===== config.mk =====
export PLATFORM = sky130hd
export DESIGN_NAME = amc_decode
export DESIGN_NICKNAME = d
export VERILOG_FILES = /design/src/amc_decode.v
export VERILOG_INCLUDE_DIRS = /design/src /design/src/include
export SDC_FILE = /design/constraint.sdc
export NUM_CORES = 1
export LEC_CHECK = 0
export ABC_CLOCK_PERIOD_IN_PS = 2660
export BUFFER_PORTS_ARGS = -buffer_cell sky130_fd_sc_hd__buf_4
export CAP_MARGIN = 10
export CORE_MARGIN = 2
export CORE_UTILIZATION = 50
export DETAILED_ROUTE_END_ITERATION = 7
export PLACE_DENSITY_LB_ADDON = 0.15
export SYNTH_ARGS = -nofsm -noshare
export SYNTH_HDL_FRONTEND = slang
export SYNTH_SLANG_ARGS = --single-unit

===== constraint.sdc =====
create_clock -name clk -period 2.66 [get_ports clk]
set_clock_uncertainty 0.1 [all_clocks]
set_input_delay 0.266 -clock clk [delete_from_list [all_inputs] [get_ports clk]]
set_output_delay 0.266 -clock clk [all_outputs]
set_load 0.005 [all_outputs]

===== src/include/amc_map.vh =====
// register layout and timing constants for the mode-control word decoder
`ifndef AMC_MAP_VH
`define AMC_MAP_VH
`define AMC_WORD_BITS 16
`define AMC_REG_SEL_BIT 15
`define AMC_SCAN_HI 14
`define AMC_SCAN_LO 11
`define AMC_CHAN_HI 10
`define AMC_CHAN_LO 7
`define AMC_RST_HI 6
`define AMC_RST_LO 5
`define AMC_PM_HI 4
`define AMC_PM_LO 3
`define AMC_TAG_BIT 2
`define AMC_SOFT_CONVERT_TRIGGER_BIT 1
`define AMC_SCAN_RESET 4'h1
`define AMC_CHAN_RESET 4'h0
`define AMC_PM_RESET 2'h0
`define AMC_SCAN_KEEP 4'h0
`define AMC_SCAN_MANUAL 4'h1
`define AMC_SCAN_REPEAT 4'h2
`define AMC_SCAN_STD_INT 4'h3
`define AMC_RESULT_BITS 12
`define AMC_TAG_BITS 4
`define AMC_CONV_TIME_NS 2000
`define AMC_CLK_NS 10
`define AMC_CONV_CYCLES ((`AMC_CONV_TIME_NS + `AMC_CLK_NS - 1) / `AMC_CLK_NS)
`endif


===== src/amc_decode.v =====
// mode-control word decoder: serial capture, field decode, scan sequencing
`timescale 1ns/100ps
`default_nettype none
`include "amc_map.vh"

// Notes on behaviour
// word with top bit zero writes mode control; top bit one goes elsewhere
// scan code in bits 14:11, channel number N in bits 10:7
// external clock: power-management field bits 4:3 selects power mode, resets zero
// external clock, tag bit set: output 4-bit channel then 12-bit result MSB first
// internal clock: channel number always present in output word
// internal clock: soft-convert bit starts conversion on chip-select rising edge
// host rewrites soft-convert bit for each further soft conversion
// scan code zero keeps previous scan mode and ignores bits 10:0 for scanning
// scan code zero still accepts bits 6:3 and bit 1
// manual: host names next channel each frame; result returned next frame
// manual runs on external clock only, one channel per frame, no averaging
// repeat converts channel N per frame, stores 4, 8, 12 or 16 results; code converts N repeat_target times per start
// standard internal converts channels 0 through N ascending with internal clock
// standard internal scan leaves one stored result per channel
// bit 0 has no function and is treated as zero
module amc_decode #(
  parameter CONV_CYCLES = `AMC_CONV_CYCLES
) (
  input wire clk,
  input wire rst,
  input wire cs_n_pin,
  input wire sclk_pin,
  input wire din_pin,
  input wire convert_start_pin_n,
  input wire [1:0] repeat_count_sel,
  input wire [11:0] conv_result,
  output reg dout,
  output reg [3:0] scan_mode_q,
  output reg [3:0] channel_number_field_q,
  output reg [1:0] power_mgmt_sel_q,
  output reg channel_tag_enable_q,
  output reg soft_convert_trigger_q,
  output reg [1:0] reset_request_q,
  output reg cfg_word_valid_q,
  output reg [15:0] cfg_word_q,
  output reg internal_clock_mode_q,
  output reg conv_busy_q,
  output reg [3:0] conv_channel_q,
  output reg conv_done_q,
  output reg [4:0] fifo_count_q
);
  // two-flop synchronisers; of the first two stages only the second feeds logic
  // third stage of cs, sclk and cnv only feeds the edge detectors
  reg [2:0] cs_s, sclk_s, cnv_s;
  reg [1:0] din_s;
  always @(posedge clk) begin
    if (rst) begin
      cs_s <= 3'h7;
      sclk_s <= 3'h0;
      din_s <= 2'h0;
      cnv_s <= 3'h7;
    end else begin
      cs_s <= {cs_s[1:0], cs_n_pin};
      sclk_s <= {sclk_s[1:0], sclk_pin};
      din_s <= {din_s[0], din_pin};
      cnv_s <= {cnv_s[1:0], convert_start_pin_n};
    end
  end
  wire cs_n = cs_s[1];
  wire cs_fall = cs_s[2] & ~cs_s[1];
  wire cs_rise = ~cs_s[2] & cs_s[1];
  wire sclk_rise = ~sclk_s[2] & sclk_s[1];
  wire sclk_fall = sclk_s[2] & ~sclk_s[1];
  wire cnv_fall = cnv_s[2] & ~cnv_s[1];

  // serial capture, MSB first on rising sclk
  reg [15:0] shift_q;
  reg [4:0] bit_cnt_q;
  reg [15:0] out_sh_q;
  reg [11:0] held_result_q;
  reg [3:0] held_chan_q;
  wire [15:0] w = {shift_q[14:0], din_s[1]};
  wire [3:0] new_scan = shift_q[`AMC_SCAN_HI:`AMC_SCAN_LO];
  wire keep = (new_scan == `AMC_SCAN_KEEP);
  // mode in force after this word; a keep code leaves the stored one
  wire [3:0] next_scan = keep ? scan_mode_q : new_scan;
  // manual result carries the channel named in the frame just ended, or the stored channel after a keep code
  wire [3:0] manual_chan = keep ? channel_number_field_q
                                : shift_q[`AMC_CHAN_HI:`AMC_CHAN_LO];
  // counter stops one past a full word so longer frames are refused
  localparam [4:0] FRAME_BITS = 5'd`AMC_WORD_BITS;
  localparam [4:0] OVER_BITS = FRAME_BITS + 5'h01;
  wire tag_out = internal_clock_mode_q | channel_tag_enable_q;
  wire [15:0] frame_word = tag_out ? {held_chan_q, held_result_q}
                                   : {held_result_q, 4'h0};

  always @(posedge clk) begin
    if (rst) begin
      shift_q <= 16'h0000;
      bit_cnt_q <= 5'h00;
      out_sh_q <= 16'h0000;
      dout <= 1'b0;
    end else if (cs_fall) begin
      bit_cnt_q <= 5'h00;
      out_sh_q <= frame_word;
      dout <= frame_word[15];
    end else if (!cs_n) begin
      if (sclk_rise && bit_cnt_q != OVER_BITS) begin
        if (bit_cnt_q != FRAME_BITS) begin
          shift_q <= w;
        end
        bit_cnt_q <= bit_cnt_q + 5'h01;
      end
      if (sclk_fall) begin
        out_sh_q <= {out_sh_q[14:0], 1'b0};
        dout <= out_sh_q[14];
      end
    end
  end

  // decode of a complete 16-bit word, applied at chip-select rise
  wire word_done = cs_rise && bit_cnt_q == FRAME_BITS;
  always @(posedge clk) begin
    if (rst) begin
      scan_mode_q <= `AMC_SCAN_RESET;
      channel_number_field_q <= `AMC_CHAN_RESET;
      power_mgmt_sel_q <= `AMC_PM_RESET;
      channel_tag_enable_q <= 1'b0;
      soft_convert_trigger_q <= 1'b0;
      reset_request_q <= 2'h0;
      cfg_word_valid_q <= 1'b0;
      cfg_word_q <= 16'h0000;
      internal_clock_mode_q <= 1'b0;
    end else begin
      cfg_word_valid_q <= 1'b0;
      reset_request_q <= 2'h0;
      soft_convert_trigger_q <= 1'b0; // one-shot, host must rewrite
      if (word_done) begin
        if (shift_q[`AMC_REG_SEL_BIT]) begin
          cfg_word_valid_q <= 1'b1;
          cfg_word_q <= shift_q;
        end else begin
          // bits 6:3 always land, bit 1 unless the next mode is manual; bit 0 is dropped
          reset_request_q <= shift_q[`AMC_RST_HI:`AMC_RST_LO];
          power_mgmt_sel_q <= shift_q[`AMC_PM_HI:`AMC_PM_LO];
          // soft start only exists with the internal clock, so manual drops it
          soft_convert_trigger_q <= shift_q[`AMC_SOFT_CONVERT_TRIGGER_BIT] &&
                                    (next_scan != `AMC_SCAN_MANUAL);
          if (!keep) begin
            // tag bit is not among the fields a keep word may still write
            channel_tag_enable_q <= shift_q[`AMC_TAG_BIT];
            scan_mode_q <= new_scan;
            channel_number_field_q <= shift_q[`AMC_CHAN_HI:`AMC_CHAN_LO];
            internal_clock_mode_q <= (new_scan != `AMC_SCAN_MANUAL);
          end
        end
      end
    end
  end

  // conversion sequencer
  reg [15:0] timer_q;
  reg [3:0] last_chan_q;
  wire [4:0] repeat_target = {repeat_count_sel, 2'b00} + 5'h04;
  wire int_mode = (scan_mode_q == `AMC_SCAN_REPEAT) || (scan_mode_q == `AMC_SCAN_STD_INT);
  // soft trigger is honoured only when the internal clock runs the scan
  wire start = !conv_busy_q && int_mode &&
               ((soft_convert_trigger_q && cs_n) || cnv_fall);
  wire manual_frame = word_done && !shift_q[`AMC_REG_SEL_BIT] &&
                      (scan_mode_q == `AMC_SCAN_MANUAL);
  always @(posedge clk) begin
    if (rst) begin
      conv_busy_q <= 1'b0;
      conv_channel_q <= 4'h0;
      conv_done_q <= 1'b0;
      fifo_count_q <= 5'h00;
      timer_q <= 16'h0000;
      last_chan_q <= 4'h0;
      held_result_q <= 12'h000;
      held_chan_q <= 4'h0;
    end else begin
      conv_done_q <= 1'b0;
      // both reset codes empty the store; a later increment in this cycle wins
      if (reset_request_q == 2'h1 || reset_request_q == 2'h2)
        fifo_count_q <= 5'h00;
      if (manual_frame) begin
        // single conversion, no averaging; result leaves in next frame
        held_result_q <= conv_result;
        held_chan_q <= manual_chan;
        conv_done_q <= 1'b1;
      end else if (start) begin
        conv_busy_q <= 1'b1;
        fifo_count_q <= 5'h00;
        timer_q <= 16'h0000;
        if (scan_mode_q == `AMC_SCAN_STD_INT) begin
          conv_channel_q <= 4'h0;
          last_chan_q <= channel_number_field_q;
        end else begin
          conv_channel_q <= channel_number_field_q;
          last_chan_q <= channel_number_field_q;
        end
      end else if (conv_busy_q) begin
        if (timer_q == CONV_CYCLES[15:0] - 16'h0001) begin
          timer_q <= 16'h0000;
          held_result_q <= conv_result;
          held_chan_q <= conv_channel_q;
          fifo_count_q <= fifo_count_q + 5'h01;
          if (scan_mode_q == `AMC_SCAN_STD_INT) begin
            if (conv_channel_q == last_chan_q) begin
              conv_busy_q <= 1'b0;
              conv_done_q <= 1'b1;
            end else begin
              conv_channel_q <= conv_channel_q + 4'h1;
            end
          end else if (fifo_count_q + 5'h01 == repeat_target) begin
            conv_busy_q <= 1'b0;
            conv_done_q <= 1'b1;
          end
        end else begin
          timer_q <= timer_q + 16'h0001;
        end
      end
    end
  end
endmodule // amc_decode
`default_nettype wire


==> results.ini <==
[run_status]
run_status = completed

[placed_design]
dpl_cell_area_um2 = 6202
gp_routability_congestion = 0.8531
placedCellCount = 805
io_buffer_count = 63
dp.final_hpwl_mm = 8.856

[logic_synthesis]
synthTopCellsByArea = sky130_fd_sc_hd__dfxtp_1 (45%), sky130_fd_sc_hd__mux2i_1 (8.0%), sky130_fd_sc_hd__nor2_1 (5.9%)
yosysSeqAreaShare_pct = 45.31
synthDominantCellAreaShare_pct = 45.31
synth_area_um2 = 5612
synth_area_leader_cell = sky130_fd_sc_hd__dfxtp_1
synth-edff-count = 0
yosys_register_bits = 127
postSynthCellCount = 625
synth_fp_nets = 653
yosysWarnings = 0
synth.distinct_cells = 59
post_synthesis_area_per_instance_um2 = 8.979
ys_async_sr_fraction_pct = 0
ys_flop_type = sky130_fd_sc_hd__dfxtp_1

[floorplanning]
dieHeight_um = 109.9
initial_utilization_pct = 51.54
die_width_um = 109.9
dieArea_um2 = 12090
fp-row-count = 38
coreArea_um2 = 10890
io-pin-count = 64

[clock_network]
cts_htree_levels = 4
post_cts_buffers = 0
post_cts_resize_count = 0
cts-buffers-inserted = 17
ctsLongestPathBuffers = 2
clkSlewWorstSetupHoldPaths_ps = 60
tritoncts = done
clock_latency_ps = 520
clock-sinks = 127
clock_root_buffer = sky130_fd_sc_hd__clkbuf_8

[sta]
final_setup_violations = 0
max_clock_freq_mhz = 408.2
transition_time_at_the_pin_with_the_least_slew_margin_ps = 772.2
final.min_clock_period_ps = 2450
timing.final.max_slew_violations = 0
slew-limit-headroom_pct = 47.85
grt_setup_unrepaired = no
period_share_pct = 92.09
fin_tns_setup_ps = 0
fin_worst_hold_slack_ps = 97.16
final_hold_viol_count = 0

[grt]
grtUsageTotal_pct = 22.98
vias_in_the_first_global_route = 4315
grt_pass1_wl_mm = 21.16
total_congestion_overflow_after_global_routing = 0
largest_net_degree_at_the_start_of_global_routing = 68
antenna_found_initial = 0

[min_path]
min_path_cells = 2
hold_path_end = scan_mode_q[3]$_SDFFE_PP0P_
hold_path_class = input port to register
worst_hold_startpoint = rst

[drt]
wirelength_met1_mm = 6.237
final_wirelength_mm = 12.82
route.detailed.vias_per_inst = 5.406
top_layer = met4
drtAntennaViolNets = 0
wl_per_cell_um = 15.02
detail_route.drc_violations = 0
met3_length_um = 394
num_vias = 4611
firstDrtPassIters = 4
route.met2.wl_mm = 6.051
starting_drt_drc_count = 273

[layout]
drive_gt1_share_pct = 18.37
antenna_cells = 0
area_delta_synth_final_pct = 23.99
final_cell_area_um2 = 6958
post-route-util_pct = 63.90
layout_common_cells = sky130_fd_sc_hd__dfxtp_1 (127), sky130_fd_sc_hd__nor2_1 (88), sky130_fd_sc_hd__buf_4 (76)
fin_nets = 728
finalNonFillerCells = 853
layout_commonest_cell = sky130_fd_sc_hd__dfxtp_1

[worst_setup_path]
reg_to_reg_startpoint = scan_mode_q[1]$_SDFFE_PP0P_
critical_path.cell_chain = nor4b_2 -> a31o_1 -> nor2_1 -> or2_1 -> nor2_1
r2r_end = timer_q[2]$_SDFFE_PP0P_
crit_family = simple AND/OR/NAND/NOR gates
r2r.worst_path.cells = 5
critical_path_arrival_ps = 2800
category_of_the_worst_setup_path_launch_point = register
worst_path_max_delay_cell = sky130_fd_sc_hd__a31o_1
setup.worst_path.class = register to register
critPathCaptureType = register
critical_path_buf_inv_count = 0
critical-path-top-cell-by-count = sky130_fd_sc_hd__nor2_1
worst_ep_required_time_ps = 3010
worst_path_largest_cell_delay_ps = 650
setup.reg_to_reg.worst_slack_ps = 210
worst-path-max-fanout = 15

[pwr]
power.density_nw_per_um2 = 630.8
vdd_ir_drop_max_uv = 513.9
switching_share_pct = 21.11
p_leak_nw = 2.704
internal_power_mw = 3.462
seq_power_share_pct = 44.1
power_frac_comb_pct = 4.0
share_clk_of_total_power_pct = 51.9
power.switching_uw = 926.6

[flow_run]
max-cap-violations = 0

## metrics by stage
stage	worst slack, ps	total power, mW
floorplan	578.0	2.078
global placement	357.5	2.129
detailed placement	283.7	2.133
CTS	242.0	4.432
global route	61.73	4.536
finish	210.3	4.389
## layout make-up
cell class	instances	area [µm²]
clock buffer	25	494.2
inverter	5	18.77
fill	920	3930
sequential	127	2542
multi-input combinational	456	2875
clock inverter	7	101.3
timing repair buffer	93	750.7
tap	140	175.2
## power groups by stage
stage               logic, mW  clock network (mW)  registers (mW)
finish                  0.177                2.28            1.93
global route            0.196                2.40            1.94
CTS                     0.178                2.32            1.93
detailed placement      0.158                   0            1.98
global placement        0.154                   0            1.98
floorplan               0.106                   0            1.97
## worst max-delay path by stage
stage                                 from                  endpoint  slack, ps  cells after the start
4_1_cts        scan_mode_q[1]$_SDFFE_PP0P_   timer_q[2]$_SDFFE_PP0P_        240                      5
2_1_floorplan    bit_cnt_q[1]$_SDFFE_PP0P_  shift_q[12]$_SDFFE_PP0P_        580                      9
6_report       scan_mode_q[1]$_SDFFE_PP0P_   timer_q[2]$_SDFFE_PP0P_        210                      5
3_5_place_dp   scan_mode_q[1]$_SDFFE_PP0P_   timer_q[8]$_SDFFE_PP0P_        280                      5
3_3_place_gp     bit_cnt_q[0]$_SDFFE_PP0P_   timer_q[8]$_SDFFE_PP0P_        360                      7
5_1_grt        scan_mode_q[1]$_SDFFE_PP0P_   timer_q[4]$_SDFFE_PP0P_         60                      5
## flip-flops by register name (all words and copies together), names as in the netlist, 2 cells and up
signal                  flops
bit_cnt_q                   5
cfg_word_q                 16
channel_number_field_q      4
cnv_s                       3
conv_channel_q              4
cs_s                        3
din_s                       2
fifo_count_q                5
held_chan_q                 4
held_result_q              12
last_chan_q                 4
out_sh_q                   15
power_mgmt_sel_q            2
reset_request_q             2
scan_mode_q                 4
sclk_s                      3
shift_q                    16
timer_q                    16
## worst register-to-register path: cells and delay by family (launching register included)
kind | cells | cell delay, ps
AOI/OAI and AO/OA | 1 | 650
DFF | 1 | 380
and+or+nand+nor | 4 | 1250
## metal layers
metal  up-vias  global-route usage, %
li1       2334                      -
met1      2177                  30.43
met2        90                  35.76
met3        10                  6.461
met4         0                  8.137
met5         -                      0
## synthesized netlist by cell type, types with 2 or more instances
library cell	number
sky130_fd_sc_hd__a22o_1	2
sky130_fd_sc_hd__and2_1	4
sky130_fd_sc_hd__nor3b_1	5
sky130_fd_sc_hd__a211oi_1	21
sky130_fd_sc_hd__nor3b_2	2
sky130_fd_sc_hd__nand4_1	5
sky130_fd_sc_hd__clkbuf_1	27
sky130_fd_sc_hd__buf_6	3
sky130_fd_sc_hd__nor2_2	2
sky130_fd_sc_hd__and3_1	2
sky130_fd_sc_hd__nand2_1	74
sky130_fd_sc_hd__o21ai_0	3
sky130_fd_sc_hd__nand3_1	15
sky130_fd_sc_hd__dfxtp_1	127
sky130_fd_sc_hd__a221o_1	2
sky130_fd_sc_hd__nand2b_1	5
sky130_fd_sc_hd__buf_2	5
sky130_fd_sc_hd__xor2_1	11
sky130_fd_sc_hd__a31oi_1	4
sky130_fd_sc_hd__nor3_2	2
sky130_fd_sc_hd__nor4_2	2
sky130_fd_sc_hd__a311oi_1	3
sky130_fd_sc_hd__or2_2	6
sky130_fd_sc_hd__nor2b_1	14
sky130_fd_sc_hd__nor2_1	88
sky130_fd_sc_hd__and4_1	3
sky130_fd_sc_hd__nor4b_4	2
sky130_fd_sc_hd__o41ai_1	2
sky130_fd_sc_hd__a22oi_1	6
sky130_fd_sc_hd__a2111oi_1	2
sky130_fd_sc_hd__ha_1	8
sky130_fd_sc_hd__nor4_1	2
sky130_fd_sc_hd__mux2i_1	45
sky130_fd_sc_hd__xnor2_1	17
sky130_fd_sc_hd__inv_1	5
sky130_fd_sc_hd__a21oi_1	62
sky130_fd_sc_hd__nor4bb_1	2
sky130_fd_sc_hd__nor3_1	10
sky130_fd_sc_hd__a21boi_0	5
## timing repair
| action | in CTS | in global routing |
|---|---|---|
| endpoints found under the setup margin | 0 | 0 |
| hold buffers | 16 | 0 |
| hold endpoints to repair | 16 | 0 |
## logic make-up (layout without fill, tap and decap cells)
kind of cell / Yosys count / count (layout) / synth area share (%)
XOR/XNOR: 28 / 28 / 4.370
multiplexers: 45 / 45 / 8.027
AO/OA/AOI/OAI: 120 / 120 / 13.62
adder cells (fa/ha/maj): 8 / 8 / 1.784
buffers and inverters: 42 / 130 / 3.612
flip-flops: 127 / 127 / 45.31
AND/OR/NAND/NOR: 255 / 255 / 23.28
No activity file was read; power rests on OpenSTA's default activity.
